**src/csv_pkg.sv**
```systemverilog
package csv_pkg;

    // Clock and timing
    localparam int CLK_HZ         = 10_000_000;
    localparam int NS_PER_CLK     = 1_000_000_000 / CLK_HZ;
    localparam int FAST_SETTLE_NS = 2_000;
    localparam int SLOW_SETTLE_NS = 150_000;
    localparam int WAKE_WIN_NS    = 1_000;
    localparam int TMR_W          = 12;
    // Least times round up
    localparam int FAST_SETTLE_CYC = (FAST_SETTLE_NS + NS_PER_CLK - 1) / NS_PER_CLK;
    localparam int SLOW_SETTLE_CYC = (SLOW_SETTLE_NS + NS_PER_CLK - 1) / NS_PER_CLK;
    // Hazard window is a longest time, rounds down
    localparam int WAKE_WIN_CYC    = (WAKE_WIN_NS / NS_PER_CLK < 1) ? 1 : WAKE_WIN_NS / NS_PER_CLK;

    // Register map (byte addresses)
    localparam int          ADDR_W      = 8;
    localparam logic [7:0]  ADDR_CTRL   = 8'h00;
    localparam logic [7:0]  ADDR_SUPPLY = 8'h04;
    localparam logic [7:0]  ADDR_STATUS = 8'h08;
    localparam logic [7:0]  ADDR_IFG    = 8'h0C;
    localparam logic [7:0]  ADDR_IE     = 8'h10;

    // Control field positions
    localparam int CTRL_W          = 6;
    localparam int CTRL_SUP_EN     = 0;
    localparam int CTRL_SUP_KEEP   = 1;
    localparam int CTRL_SUP_FP     = 2;
    localparam int CTRL_AUTO       = 3;
    localparam int CTRL_MON_EN     = 4;
    localparam int CTRL_MON_FP     = 5;
    localparam logic [5:0] CTRL_RESET = 6'h01;

    // Supply-side control
    localparam int SUPPLY_FP       = 0;
    localparam logic SUPPLY_RESET  = 1'b0;

    // Status field positions
    localparam int ST_CORE_DLY     = 0;
    localparam int ST_SUPPLY_DLY   = 1;
    localparam int ST_SUP_STATE    = 2;
    localparam int ST_MON_STATE    = 4;
    localparam int ST_WAKE_SLOW    = 6;
    localparam int ST_STUCK        = 7;

    // Event bits, shared by flag and mask registers
    localparam int EV_W            = 4;
    localparam int EV_CORE_DONE    = 0;
    localparam int EV_SUPPLY_DONE  = 1;
    localparam int EV_LEVEL_RESET  = 2;
    localparam int EV_MISSED_WAKE  = 3;
    localparam logic [3:0] EV_RESET = 4'h0;

    typedef enum logic [1:0] {
        CSV_OFF,
        CSV_NORMAL,
        CSV_FULL
    } csv_perf_t;

    typedef struct packed {
        logic core_monitor_full_perf;
        logic core_monitor_enable;
        logic core_side_auto_control;
        logic core_supervisor_full_perf;
        logic core_supervisor_keep_in_sleep;
        logic core_supervisor_enable;
    } csv_ctrl_t;

    typedef struct packed {
        logic [ADDR_W-1:0] paddr;
        logic              psel;
        logic              penable;
        logic              pwrite;
        logic [31:0]       pwdata;
    } csv_apb_req_t;

endpackage

```
**src/csv_core_supervisor.sv**
```systemverilog
// Our own choices: the placing of the registers and register access over APB.
`timescale 1ns/1ps
module csv_core_supervisor #(
    parameter int FAST_CYC = csv_pkg::FAST_SETTLE_CYC,
    parameter int SLOW_CYC = csv_pkg::SLOW_SETTLE_CYC,
    parameter int WIN_CYC  = csv_pkg::WAKE_WIN_CYC
) (
    input  wire logic                      mclk_i,
    input  wire logic                      rstn_i,
    input  wire logic                      power_up_clear_i,
    input  wire logic                      psel_i,
    input  wire logic                      penable_i,
    input  wire logic                      pwrite_i,
    input  wire logic [csv_pkg::ADDR_W-1:0] paddr_i,
    input  wire logic [31:0]               pwdata_i,
    output logic [31:0]                    prdata_o,
    output logic                           pready_o,
    output logic                           pslverr_o,
    input  wire logic                      low_power_mode_deep_i,
    input  wire logic                      core_level_raise_i,
    input  wire logic                      core_supply_settled_i,
    input  wire logic                      wake_irq_i,
    output logic                           wake_o,
    output logic                           device_reset_o,
    output csv_pkg::csv_perf_t             sup_state_o,
    output csv_pkg::csv_perf_t             mon_state_o,
    output logic                           wake_slow_o,
    output logic                           core_side_delay_flag_o,
    output logic                           supply_side_delay_flag_o,
    output logic                           irq_o
);
    import csv_pkg::*;

    localparam logic [TMR_W-1:0] FAST_LOAD = TMR_W'(FAST_CYC);
    localparam logic [TMR_W-1:0] SLOW_LOAD = TMR_W'(SLOW_CYC);
    localparam logic [TMR_W-1:0] WIN_LOAD  = TMR_W'(WIN_CYC);

    // Performance state of a supervisor or monitor for the current mode
    function automatic csv_perf_t perf_state(input logic en, input logic keep,
                                             input logic fp, input logic auto_c,
                                             input logic deep);
        csv_perf_t s;
        s = CSV_OFF;
        if (!en) begin
            s = CSV_OFF;
        end else if (!deep) begin
            s = fp ? CSV_FULL : CSV_NORMAL;
        end else if (!auto_c) begin
            s = keep ? (fp ? CSV_FULL : CSV_NORMAL) : CSV_OFF;
        end else begin
            s = (keep && fp) ? CSV_NORMAL : CSV_OFF;
        end
        return s;
    endfunction

    csv_apb_req_t req;
    csv_ctrl_t    ctrl;
    csv_ctrl_t    next_ctrl;
    logic         supply_fp;
    logic         next_supply_fp;
    logic [EV_W-1:0] ifg;
    logic [EV_W-1:0] next_ifg;
    logic [EV_W-1:0] ie;
    logic [EV_W-1:0] next_ie;
    logic [31:0]  rdata;
    logic [31:0]  next_rdata;
    logic         err;
    logic         next_err;
    logic         wr_en;
    logic         setup;
    logic         mapped;
    logic         core_start;
    logic         supply_start;
    logic         core_busy;
    logic         core_done;
    logic         supply_busy;
    logic         supply_done;
    logic [EV_W-1:0] ev;

    // Hazard tracking state
    logic         deep_d;
    logic         next_deep_d;
    logic         stuck;
    logic         next_stuck;
    logic         raise_pend;
    logic         next_raise_pend;
    logic [TMR_W-1:0] win_cnt;
    logic [TMR_W-1:0] next_win_cnt;
    logic         wake;
    logic         next_wake;
    logic         rst_pulse;
    logic         next_rst_pulse;
    logic         miss_ev;
    logic         lvl_ev;

    csv_perf_t    sup_state;
    csv_perf_t    mon_state;
    logic         wake_slow;

    assign req = '{paddr: paddr_i, psel: psel_i, penable: penable_i,
                   pwrite: pwrite_i, pwdata: pwdata_i};

    // Zero-wait slave: read data and error are latched in the setup cycle
    assign setup  = req.psel && !req.penable;
    assign wr_en  = req.psel && req.penable && req.pwrite && !err;
    assign mapped = (req.paddr == ADDR_CTRL) || (req.paddr == ADDR_SUPPLY) ||
                    (req.paddr == ADDR_STATUS) || (req.paddr == ADDR_IFG) ||
                    (req.paddr == ADDR_IE);

    // Mode decode, live against the current sleep level
    always_comb begin
        sup_state = perf_state(ctrl.core_supervisor_enable, ctrl.core_supervisor_keep_in_sleep,
                               ctrl.core_supervisor_full_perf, ctrl.core_side_auto_control,
                               low_power_mode_deep_i);
        // Monitor has no keep bit: manual mode always holds its setting
        mon_state = perf_state(ctrl.core_monitor_enable, 1'b1, ctrl.core_monitor_full_perf,
                               ctrl.core_side_auto_control, low_power_mode_deep_i);
        // Only an enabled normal-mode stage forces the slow wake-up
        wake_slow = (ctrl.core_supervisor_enable && !ctrl.core_supervisor_full_perf) ||
                    (ctrl.core_monitor_enable && !ctrl.core_monitor_full_perf);
    end

    // Any control write restarts the settling period
    assign core_start   = wr_en && (req.paddr == ADDR_CTRL);
    assign supply_start = wr_en && (req.paddr == ADDR_SUPPLY);

    csv_settle_timer #(
        .W       (TMR_W)
    ) u_core_timer (
        .mclk_i  (mclk_i),
        .rstn_i  (rstn_i),
        .start_i (core_start),
        // Delay length follows the newly written full-perf bit
        .load_i  (pwdata_i[CTRL_SUP_FP] ? FAST_LOAD : SLOW_LOAD),
        .busy_o  (core_busy),
        .done_o  (core_done)
    );

    csv_settle_timer #(
        .W       (TMR_W)
    ) u_supply_timer (
        .mclk_i  (mclk_i),
        .rstn_i  (rstn_i),
        .start_i (supply_start),
        .load_i  (pwdata_i[SUPPLY_FP] ? FAST_LOAD : SLOW_LOAD),
        .busy_o  (supply_busy),
        .done_o  (supply_done)
    );

    // Hazard next state: level-raise reset and missed wake-up
    always_comb begin
        next_deep_d     = low_power_mode_deep_i;
        next_raise_pend = raise_pend;
        next_win_cnt    = win_cnt;
        next_stuck      = stuck;
        next_wake       = 1'b0;
        next_rst_pulse  = 1'b0;
        miss_ev         = 1'b0;
        lvl_ev          = 1'b0;
        if (core_level_raise_i) begin
            next_raise_pend = 1'b1;
        end
        // Supply must be up when the comparator delay ends
        if (core_done && raise_pend) begin
            next_raise_pend = 1'b0;
            if (!core_supply_settled_i) begin
                next_rst_pulse = 1'b1;
                lvl_ev         = 1'b1;
            end
        end
        // Entry window opens on each deep-sleep entry
        if (low_power_mode_deep_i && !deep_d) begin
            next_win_cnt = WIN_LOAD;
        end else if (!low_power_mode_deep_i) begin
            next_win_cnt = '0;
        end else if (win_cnt != '0) begin
            next_win_cnt = win_cnt - 1'b1;
        end
        if (wake_irq_i && low_power_mode_deep_i && !stuck) begin
            // Inside the entry window, a fast wake-up or a delay still running loses it
            if ((win_cnt != '0) && (!wake_slow || core_busy || supply_busy)) begin
                next_stuck = 1'b1;
                miss_ev    = 1'b1;
            end else begin
                next_wake = 1'b1;
            end
        end
        // Only a reset or power-up clear clears the stuck state
        if (power_up_clear_i) begin
            next_stuck = 1'b0;
        end
    end

    always_ff @(posedge mclk_i) begin
        if (!rstn_i) begin
            deep_d     <= 1'b0;
            raise_pend <= 1'b0;
            win_cnt    <= '0;
            stuck      <= 1'b0;
            wake       <= 1'b0;
            rst_pulse  <= 1'b0;
        end else begin
            deep_d     <= next_deep_d;
            raise_pend <= next_raise_pend;
            win_cnt    <= next_win_cnt;
            stuck      <= next_stuck;
            wake       <= next_wake;
            rst_pulse  <= next_rst_pulse;
        end
    end

    assign ev[EV_CORE_DONE]   = core_done;
    assign ev[EV_SUPPLY_DONE] = supply_done;
    assign ev[EV_LEVEL_RESET] = lvl_ev;
    assign ev[EV_MISSED_WAKE] = miss_ev;

    // Register file next state; a new event beats its W1C clear
    always_comb begin
        next_ctrl      = ctrl;
        next_supply_fp = supply_fp;
        next_ie        = ie;
        next_ifg       = ifg;
        next_rdata     = rdata;
        next_err       = err;
        if (wr_en) begin
            case (req.paddr)
                ADDR_CTRL:   next_ctrl      = csv_ctrl_t'(req.pwdata[CTRL_W-1:0]);
                ADDR_SUPPLY: next_supply_fp = req.pwdata[SUPPLY_FP];
                ADDR_IFG:    next_ifg       = ifg & ~req.pwdata[EV_W-1:0];
                ADDR_IE:     next_ie        = req.pwdata[EV_W-1:0];
                default:     next_ctrl      = ctrl;
            endcase
        end
        next_ifg = next_ifg | ev;
        if (setup) begin
            next_err   = !mapped;
            next_rdata = 32'h0000_0000;
            case (req.paddr)
                ADDR_CTRL:   next_rdata[CTRL_W-1:0] = ctrl;
                ADDR_SUPPLY: next_rdata[SUPPLY_FP]  = supply_fp;
                ADDR_STATUS: begin
                    next_rdata[ST_CORE_DLY]                 = core_busy;
                    next_rdata[ST_SUPPLY_DLY]               = supply_busy;
                    next_rdata[ST_SUP_STATE+1:ST_SUP_STATE] = sup_state;
                    next_rdata[ST_MON_STATE+1:ST_MON_STATE] = mon_state;
                    next_rdata[ST_WAKE_SLOW]                = wake_slow;
                    next_rdata[ST_STUCK]                    = stuck;
                end
                ADDR_IFG:    next_rdata[EV_W-1:0] = ifg;
                ADDR_IE:     next_rdata[EV_W-1:0] = ie;
                default:     next_rdata = 32'h0000_0000;
            endcase
        end
    end

    always_ff @(posedge mclk_i) begin
        if (!rstn_i) begin
            ctrl      <= csv_ctrl_t'(CTRL_RESET);
            supply_fp <= SUPPLY_RESET;
            ie        <= EV_RESET;
            ifg       <= EV_RESET;
            rdata     <= 32'h0000_0000;
            err       <= 1'b0;
        end else begin
            ctrl      <= next_ctrl;
            supply_fp <= next_supply_fp;
            ie        <= next_ie;
            ifg       <= next_ifg;
            rdata     <= next_rdata;
            err       <= next_err;
        end
    end

    // Outputs
    assign prdata_o                 = rdata;
    assign pready_o                 = 1'b1;
    assign pslverr_o                = req.psel && req.penable && err;
    assign wake_o                   = wake;
    assign device_reset_o           = rst_pulse;
    assign sup_state_o              = sup_state;
    assign mon_state_o              = mon_state;
    assign wake_slow_o              = wake_slow;
    assign core_side_delay_flag_o   = core_busy;
    assign supply_side_delay_flag_o = supply_busy;
    // Level interrupt while any unmasked flag stands
    assign irq_o                    = |(ifg & ie);
endmodule

```
**src/csv_settle_timer.sv**
```systemverilog
`timescale 1ns/1ps
module csv_settle_timer #(
    parameter int W = 12
) (
    input  wire logic         mclk_i,
    input  wire logic         rstn_i,
    input  wire logic         start_i,
    input  wire logic [W-1:0] load_i,
    output logic              busy_o,
    output logic              done_o
);
    logic [W-1:0] cnt;
    logic [W-1:0] next_cnt;
    logic         done;
    logic         next_done;

    // A restart reloads the full delay; last write wins
    always_comb begin
        next_cnt  = cnt;
        next_done = 1'b0;
        if (start_i) begin
            next_cnt = load_i;
        end else if (cnt != '0) begin
            next_cnt  = cnt - 1'b1;
            next_done = (cnt == W'(1));
        end
    end

    always_ff @(posedge mclk_i) begin
        if (!rstn_i) begin
            cnt  <= '0;
            done <= 1'b0;
        end else begin
            cnt  <= next_cnt;
            done <= next_done;
        end
    end

    assign busy_o = (cnt != '0);
    assign done_o = done;
endmodule
```
**config.mk**
```make
export PLATFORM = sky130hd
export DESIGN_NAME = csv_core_supervisor
export DESIGN_NICKNAME = d
export VERILOG_FILES = /design/src/csv_pkg.sv /design/src/csv_core_supervisor.sv /design/src/csv_settle_timer.sv
export SDC_FILE = /design/constraint.sdc
export NUM_CORES = 1
export LEC_CHECK = 0
export BUFFER_PORTS_ARGS = -buffer_cell sky130_fd_sc_hd__buf_2
export CORE_UTILIZATION = 54
export DETAILED_ROUTE_END_ITERATION = 8
export PLACE_DENSITY = 0.81
export SLEW_MARGIN = 20
export SYNTH_ARGS = -nofsm -noshare
export SYNTH_HDL_FRONTEND = slang
export SYNTH_HIERARCHICAL = 1
export SYNTH_SLANG_ARGS = --single-unit
```
**constraint.sdc**
```tcl
create_clock -name mclk_i -period 3.2 [get_ports mclk_i]
set_input_delay 0.8 -clock mclk_i [delete_from_list [all_inputs] [get_ports mclk_i]]
set_output_delay 0.8 -clock mclk_i [all_outputs]
set_load 0.005 [all_outputs]
```
==> results of run 1 <==
==> registers in the layout (all words and copies together), names as in the netlist <==
register	flops
ie	4
deep_d	1
ctrl	6
raise_pend	1
u_core_timer/done_o	1
ifg	4
prdata_o	8
wake_o	1
device_reset_o	1
stuck	1
u_supply_timer/done_o	1
u_supply_timer/cnt	12
u_core_timer/cnt	12
win_cnt	12
err	1
supply_fp	1
==> where the power goes <==
group / switching, µW / internal (µW) / leakage [µW]
registers: 143 / 944 / 0.000546
clock network: 329 / 537 / 0.000123
logic: 489 / 444 / 0.00112
==> synthesized netlist by cell type (4+ instances only) <==
| master | count |
|---|---|
| xor2_1 | 9 |
| buf_4 | 25 |
| dfxtp_1 | 67 |
| nand2_1 | 28 |
| a31oi_1 | 7 |
| a21oi_1 | 13 |
| ha_1 | 9 |
| a22oi_1 | 4 |
| or4_1 | 5 |
| nor2_1 | 33 |
| nand4_1 | 5 |
| nand2b_1 | 4 |
| a22o_1 | 7 |
| o211ai_1 | 6 |
| clkbuf_1 | 15 |
| and2_1 | 5 |
| nor2b_1 | 13 |
| inv_1 | 21 |
| o21ai_0 | 22 |
| xnor2_1 | 10 |
| a21boi_0 | 7 |
| mux2i_1 | 18 |
| nor3_1 | 12 |
| nor4_1 | 8 |
| nand3_1 | 24 |
==> logic make-up (layout without fill, tap and decap cells) <==
group,count (synthesis),count (layout),synth area share
compound gates,89,89,0.161
xor+xnor,19,19,0.0440
fa+ha+maj,9,9,0.0298
buf+inv,64,82,0.0909
flops,67,67,0.354
mux,20,20,0.0536
other cells,2,39,0.00198
simple gates,170,170,0.264
==> metal layers <==
| metal | share of wire | vias to the layer above | wire [µm] | track usage |
|---|---|---|---|---|
| li1 | - | 1614 | - | - |
| met1 | 0.46 | 1555 | 3680 | 0.289 |
| met2 | 0.47 | 121 | 3800 | 0.372 |
| met3 | 0.058 | 14 | 470 | 0.0472 |
| met4 | 0.015 | 0 | 122 | 0.0894 |
| met5 | 0 | - | 0 | 0 |
==> worst min path at each step <==
stage | from | endpoint
floorplan | raise_pend$_SDFFE_PP0P_ | raise_pend$_SDFFE_PP0P_
global placement | u_supply_timer/done_o$_SDFF_PP0_ | ifg[1]$_SDFF_PN0_
global route | u_supply_timer/done_o$_SDFF_PP0_ | ifg[1]$_SDFF_PN0_
finish | u_supply_timer/done_o$_SDFF_PP0_ | ifg[1]$_SDFF_PN0_
detailed placement | u_supply_timer/done_o$_SDFF_PP0_ | ifg[1]$_SDFF_PN0_
CTS | u_supply_timer/done_o$_SDFF_PP0_ | ifg[1]$_SDFF_PN0_
==> final cells by class <==
class / instances / share of cell area
clock buffers: 11 / 0.0333
clock inverters: 5 / 0.0235
inverters: 21 / 0.0185
multi-input cells: 346 / 0.526
flip-flops and latches: 67 / 0.315
well taps: 96 / 0.0283
repair buffers: 45 / 0.0547
==> through the flow <==
stage	area (µm²)	worst slack, ns	power (µW)	hold slack [ns]	cells
2_1_floorplan	3920	0.265	1860	0.415	477
3_3_place_gp	4010	0.426	1990	0.424	575
3_5_place_dp	4010	0.347	2020	0.422	575
4_1_cts	4250	0.697	2890	0.446	591
5_1_grt	4250	0.601	3070	0.464	591
6_report	4250	0.657	2890	0.445	591
==> impl_metrics.yaml, run 1 <==
clock_tree:
  clockRootBuffer: "clkbuf_8"
  clk_path_buf_depth: 2
  post-cts-setup-buffers: 0
  htree_levels: 3
  cts.sinks: 67
  hold_buffers: 0
  cts_made_buffers: 9
  cts_tree: "built"
  cts_resized: 0
  worstSkewPairLatency_ns: 0.35
  path_clk_slew_ns: 0.08
synth:
  synthDistinctLibCells: 62
  seq_area_frac_synth: 0.354
  ys_top_cells_by_area: "dfxtp_1, buf_4, mux2i_1"
  synth_area_um2: 3780
  yosysWarnings: 6
  syn_avg_cell_area_um2: 8.60
  synthCells: 440
  yosysTopAreaCellShare: 0.354
  ys_ff_latch: 67
  ys.flop_type: "dfxtp_1"
  synth_edf_count: 0
  yosys.area.top_type: "dfxtp_1"
  async_flop_share: 0
detailed_routing:
  first_iter_violations: 108
  ant_nets: 0
  wl_per_cell_um: 13.6
  firstDrtPassIters: 4
  drcViolationCount: 0
  wirelength_um: 8070
  vias_per_cell: 5.59
  routed-via-count: 3304
floorplanning:
  die_y_um: 85.7
  die_w_um: 85.7
  ios: 94
  dieArea_um2: 7350
  rows: 30
  core_um2: 6790
  initial_utilization: 0.557
layout:
  drive_above_1_share: 0.178
  multiInputGateArea_um2: 2240
  final_cell_mix: "dfxtp_1, buf_2, conb_1"
  synthToLayoutAreaGrowth_pct: 12.4
  fillers: 574
  fin_nets: 549
  layout.area.seq_um2: 1340
  n_antenna_cell: 0
  layout_commonest_cell: "dfxtp_1"
  final_core_util: 0.626
setup_path:
  startpoint_type: "input pin"
  path_depth: 6
  r2r_start: "win_cnt[2]$_SDFFE_PP0N_"
  cp_slowest_cell: "or4_1"
  path_delay_family: "simple AND/OR/NAND/NOR gates"
  critPathRequiredTime_ns: 3.49
  crit_chain: "buf_2 -> or4_1 -> nor4_4 -> buf_4 -> and2_1 -> a22o_1"
  arrival_ns: 2.84
  critPathLaunch: "paddr_i[2]"
  criticalPathCategory: "input pin to flip-flop"
  end_kind: "flip-flop"
  max_stage_delay_ns: 0.70
  reg2reg_depth: 4
  worst-path-buf-inv: 2
  regToRegEndpoint: "win_cnt[1]$_SDFFE_PN0P_"
  crit_end: "u_core_timer/cnt[6]$_SDFFE_PN0P_"
  r2r_slack_ns: 1.19
  path_max_fanout: 14
outcome:
  outcome: "finished clean"
power_and_ir_drop:
  vdd_drop_max_mv: 0.396
  p_leak_uw: 0.00179
  cellPowerDensity_nw_per_um2: 679
sta:
  worst_slew_pin_slew_ns: 0.703
  fin_skew_ns: 0.00787
  period_share: 0.795
  final.setup.tns_ns: 0
  rsz0062_at_grt: "false"
  max_slew_margin: 0.527
  finalSetupViolCount: 0
  fin_crit_ns: 2.54
  hold_viol: 0
  fmax_mhz: 393
  drv_slew: 0
global_routing:
  grt_pass1_vias: 2907
  grt_pass1_wl_um: 13200
  grt_max_degree: 35
  overflow: 0
  grt_util_all_layers: 0.225
  antenna_found_initial: 0
min_path:
  holdPathStages: 1
  hold_path.class: "flip-flop to flip-flop"
placed_design:
  place_congestion: 0.817
  dp_hpwl_um: 5670
  port_buffers: 42
flow_run:
  max_cap_violations: 0
(Power assumes the default switching activity.)
==> run 2, diff against run 1 <==
--- a/config.mk
+++ b/config.mk
@@ -6,9 +6,9 @@
 export NUM_CORES = 1
 export LEC_CHECK = 0
 export BUFFER_PORTS_ARGS = -buffer_cell sky130_fd_sc_hd__buf_2
-export CORE_UTILIZATION = 54
+export CORE_UTILIZATION = 48
 export DETAILED_ROUTE_END_ITERATION = 8
-export PLACE_DENSITY = 0.81
+export PLACE_DENSITY = 0.76
 export SLEW_MARGIN = 20
 export SYNTH_ARGS = -nofsm -noshare
 export SYNTH_HDL_FRONTEND = slang
==> constraint.sdc (replaced) <==
create_clock -name mclk_i -period 2.2 [get_ports mclk_i]
set_input_delay 0.55 -clock mclk_i [delete_from_list [all_inputs] [get_ports mclk_i]]
set_output_delay 0.55 -clock mclk_i [all_outputs]
set_load 0.005 [all_outputs]
==> run 2 against run 1 <==
Effect of this change: sequential share of layout area decreased by 1.3 points; combinational power rose by 53%; power rose by 45%; worst hold slack lost 0.0027 ns; clock power up 34%; clock skew increased by 0.0084 ns; critical endpoint is now core_side_delay_flag_o; largest cell class unchanged; highest routed layer unchanged.
==> impl_metrics.yaml, run 2 (synthesized netlist as in run 1, its figures left out) <==
setup_path:
  path_max_fanout: 9
  max_stage_delay_ns: 0.39
  critPathRequiredTime_ns: 1.65
  r2r_slack_ns: 0.35
  end_kind: "output port"
  regToRegEndpoint: "u_supply_timer/cnt[10]$_SDFFE_PN0P_"
  path_delay_family: "simple AND/OR/NAND/NOR gates"
  startpoint_type: "flip-flop"
  crit_chain: "nor4_4 -> nand4_4 -> buf_2"
  arrival_ns: 1.54
  criticalPathCategory: "flip-flop to output port"
  reg2reg_depth: 7
  r2r_start: "err$_SDFFE_PN0P_"
  cp_slowest_cell: "nor4_4"
  worst-path-buf-inv: 1
detailed_routing:
  wl_per_cell_um: 13.7
  ant_nets: 0
  routed-via-count: 3309
  firstDrtPassIters: 5
  wirelength_um: 8450
  vias_per_cell: 5.36
  drcViolationCount: 0
  first_iter_violations: 106
placed_design:
  place_congestion: 0.862
  dp_hpwl_um: 6140
  post_dp_cell_area_um2: 4190
  port_buffers: 42
  place_ws_ns: -0.0785
  dpl.cell_count: 601
floorplanning:
  ios: 94
  die_w_um: 90.8
  rows: 32
  core_um2: 7690
  initial_utilization: 0.492
  dieArea_um2: 8240
  die_y_um: 90.8
clock_tree:
  cts_tree: "built"
  post-cts-setup-buffers: 0
  path_clk_slew_ns: 0.09
  worstSkewPairLatency_ns: 0.34
  htree_levels: 3
  cts_made_buffers: 9
  clockRootBuffer: "clkbuf_8"
  cts.sinks: 67
  clk_path_buf_depth: 2
global_routing:
  grt_max_degree: 40
  antenna_found_initial: 0
  grt_pass1_wl_um: 14600
  overflow: 0
  grt_util_all_layers: 0.218
  grt_pass1_vias: 3197
min_path:
  holdPathStages: 1
  hp-start: "u_supply_timer/done_o$_SDFF_PP0_"
  hold_path.class: "flip-flop to flip-flop"
  min_to: "ifg[1]$_SDFF_PN0_"
layout:
  finish.instance_area_um2: 4440
  fillers: 699
  synthToLayoutAreaGrowth_pct: 17.3
  fin_nets: 569
  layout_commonest_cell: "dfxtp_1"
  drive_above_1_share: 0.217
  n_antenna_cell: 0
  final_cell_count_no_fill: 617
  final_cell_mix: "dfxtp_1, buf_2, conb_1"
  reg_top3: "u_core_timer/cnt x12, u_supply_timer/cnt x12, win_cnt x12"
power_and_ir_drop:
  vdd_drop_max_mv: 0.658
  cellPowerDensity_nw_per_um2: 941
  p_leak_uw: 0.00188
  total_power_uw: 4170
sta:
  period_share: 0.952
  final.setup.tns_ns: 0
  finalSetupViolCount: 0
  max_slew_margin: 0.652
  worst_slack_ns: 0.106
  fin_crit_ns: 2.09
  rsz0062_at_grt: "false"
  fmax_mhz: 478
  worst_slew_pin_slew_ns: 0.518
  hold_viol: 0
  fin_skew_ns: 0.0162
  drv_slew: 0
flow_run:
  max_cap_violations: 0
outcome:
  outcome: "finished clean"
==> run 2: cell types whose count changed in the layout (fill, tap and decap cells not counted), sizes merged <==
cell      change
clkinvlp      +2
bufinv        -1
buf          +20
clkbuf        -1
==> run 2: cell type report <==
class / instances / area [µm²] / share of cell area
timing repair buffer: 65 / 395 / 0.0891
tap: 102 / 128 / 0.0288
sequential: 67 / 1340 / 0.302
inverter: 21 / 81.3 / 0.0183
clock buffer: 10 / 138 / 0.0310
clock inverter: 6 / 88.8 / 0.0200
multi-input combinational: 346 / 2260 / 0.510
==> run 2: worst max-delay path by stage <==
stage                                                start                                 to  slack (ns)  cells past startpoint
final                     u_core_timer/cnt[8]$_SDFFE_PN0P_             core_side_delay_flag_o        0.11                      3
after floorplan                                 paddr_i[3]  u_core_timer/cnt[11]$_SDFFE_PN0P_       -0.31                      8
after global placement                          paddr_i[3]                 ie[3]$_SDFFE_PN0P_       -0.05                      5
after detailed placement                        paddr_i[3]                 ie[0]$_SDFFE_PN0P_       -0.08                      5
after global routing      u_core_timer/cnt[8]$_SDFFE_PN0P_             core_side_delay_flag_o       0.001                      3
after CTS                 u_core_timer/cnt[8]$_SDFFE_PN0P_             core_side_delay_flag_o      0.0003                      3
==> run 2: per-stage QoR <==
step	hold slack [ns]	utilization
after floorplan	0.415	-
after global placement	0.423	0.545
after detailed placement	0.428	0.545
after CTS	0.445	0.575
after global routing	0.467	0.577
final	0.442	0.577
==> run 2: power by group <==
part,switching (µW),internal (µW)
Sequential,211,1370
Combinational,740,687
Clock,495,669
Total,1450,2730
==> run 2: layer usage <==
layer  up-vias  track usage  routed length, µm
met2        71        0.376               4150
met4         0       0.0714                 66
li1       1659            -                  -
met5         -            0                  0
met1      1575        0.269               3880
met3         4       0.0463                349
==> run 2: repair_timing <==
action                                 4_1_cts  5_1_grt
gates resized for setup                      0        2
setup endpoints to repair                    0        1
hold buffers                                 0        0
endpoints found under the hold margin        0        0
==> run 3, diff against run 2 <==
--- a/config.mk
+++ b/config.mk
@@ -6,8 +6,10 @@
 export NUM_CORES = 1
 export LEC_CHECK = 0
 export BUFFER_PORTS_ARGS = -buffer_cell sky130_fd_sc_hd__buf_2
+export CORE_MARGIN = 2
 export CORE_UTILIZATION = 48
 export DETAILED_ROUTE_END_ITERATION = 8
+export GPL_ROUTABILITY_DRIVEN = 0
 export PLACE_DENSITY = 0.76
 export SLEW_MARGIN = 20
 export SYNTH_ARGS = -nofsm -noshare
==> run 3 against run 2 <==
Effect of this change: die area is 4.5% higher; non-clock buffer count fell by 2; combinational power barely moved; sequential cell count unchanged; worst setup slack worse by 0.024 ns; power grew 1.4%; critical endpoint unchanged; largest cell class unchanged; largest power group unchanged; highest routed layer unchanged.
==> impl_metrics.yaml, run 3 (synthesized netlist as in run 1, its figures left out) <==
outcome:
  outcome: "finished clean"
global_routing:
  grt_max_degree: 40
  grt_pass1_wl_um: 13600
  grt_pass1_vias: 2984
  overflow: 0
  met2_usage: 0.325
  grtUsageMet1: 0.252
  grt.busiest_layer: "met2"
  grt_util_all_layers: 0.196
  antenna_found_initial: 0
  gr-usage-met3: 0.0382
layout:
  final_core_util: 0.576
  finish.instance_area_um2: 4430
  fillers: 701
  multiInputGateArea_um2: 2260
  synthToLayoutAreaGrowth_pct: 17.0
  fin_nets: 567
  reg_top3: "u_core_timer/cnt x12, u_supply_timer/cnt x12, win_cnt x12"
  final_cell_mix: "dfxtp_1, buf_2, conb_1"
  layout.area.seq_um2: 1340
  layout_commonest_cell: "dfxtp_1"
  n_antenna_cell: 0
  drive_above_1_share: 0.214
sta:
  max_slew_margin: 0.670
  period_share: 0.963
  worst_slew_pin_slew_ns: 0.490
  fmax_mhz: 472
  rsz0062_at_grt: "false"
  hold_viol: 0
  final.setup.tns_ns: 0
  fin_crit_ns: 2.12
  finalSetupViolCount: 0
  fin_skew_ns: 0.0122
  drv_slew: 0
floorplanning:
  rows: 32
  ios: 94
  dieArea_um2: 8610
  core_um2: 7690
  initial_utilization: 0.492
  die_w_um: 92.8
  die_y_um: 92.8
clock_tree:
  hold_buffers: 0
  htree_levels: 3
  cts_tree: "built"
  clockRootBuffer: "clkbuf_8"
  clk_path_buf_depth: 2
  path_clk_slew_ns: 0.08
  worstSkewPairLatency_ns: 0.34
  cts.sinks: 67
  cts_made_buffers: 9
detailed_routing:
  routed-via-count: 3257
  ant_nets: 0
  wirelength_um: 8320
  wl_per_cell_um: 13.5
  vias_per_cell: 5.30
  first_iter_violations: 118
  drcViolationCount: 0
  firstDrtPassIters: 4
flow_run:
  max_cap_violations: 0
power_and_ir_drop:
  vdd_drop_max_mv: 0.595
  p_leak_uw: 0.00188
  cellPowerDensity_nw_per_um2: 956
setup_path:
  arrival_ns: 1.57
  max_stage_delay_ns: 0.42
  path_delay_family: "simple AND/OR/NAND/NOR gates"
  worst-path-buf-inv: 1
  crit_chain: "nor4_2 -> nand4_4 -> buf_2"
  critPathRequiredTime_ns: 1.65
  cp_slowest_cell: "nor4_2"
  startpoint_type: "flip-flop"
  criticalPathCategory: "flip-flop to output port"
  end_kind: "output port"
  path_max_fanout: 9
placed_design:
  port_buffers: 42
  post_dp_cell_area_um2: 4180
  dp_hpwl_um: 6140
min_path:
  hold_path.class: "flip-flop to flip-flop"
[run 3: worst paths after layout]
kind | depth (start not counted) | slack (ns) | start | end
max reg2reg | 6 | 0.39 | u_core_timer/cnt[0]$_SDFFE_PN0P_ | u_core_timer/cnt[8]$_SDFFE_PN0P_
max | 3 | 0.08 | u_core_timer/cnt[2]$_SDFFE_PN0P_ | core_side_delay_flag_o
min reg2reg | 1 | 0.45 | u_supply_timer/done_o$_SDFF_PP0_ | ifg[1]$_SDFF_PN0_
min | 1 | 0.45 | u_supply_timer/done_o$_SDFF_PP0_ | ifg[1]$_SDFF_PN0_
[run 3: worst reg2reg max path: stages, from the launching register on]
cell     delay, ns
dfxtp_1       0.35
inv_1         0.13
ha_1          0.22
or3b_1        0.44
nor3b_1       0.28
xor2_1        0.10
a22o_1        0.20
[run 3: routing by layer]
metal	wire length, µm	up-vias
li1	-	1647
met1	3850	1513
met2	3940	82
met3	351	15
met4	184	0
met5	0	-
[run 3: where the power goes]
part           internal (µW)  leakage (µW)  switching [µW]
combinational            677       0.00121             737
sequential              1370      0.000546             201
clock                    751      0.000119             494
total                   2800       0.00188            1430
[run 3: metrics by stage]
stage                     cells  setup slack [ns]  hold slack, ns  total power, µW
after floorplan             477            -0.307           0.415             2700
after global placement      599           -0.0527           0.422             2930
after detailed placement    599           -0.0740           0.440             2980
after CTS                   615            0.0598           0.452             4260
after global routing        615           0.00339           0.473             4500
final                       615            0.0823           0.453             4230
[run 3: area by class of cell]
class / count / share of cell area
flip-flops and latches: 67 / 0.303
multi-input cells: 346 / 0.510
clock inverters: 7 / 0.0263
repair buffers: 63 / 0.0859
inverters: 21 / 0.0184
well taps: 102 / 0.0288
clock buffers: 9 / 0.0280
[run 3: what timing repair did]
item / CTS / global route
endpoints found under the setup margin: 1 / 0
resized for setup: 1 / 0
buffers inserted: 0 / 0
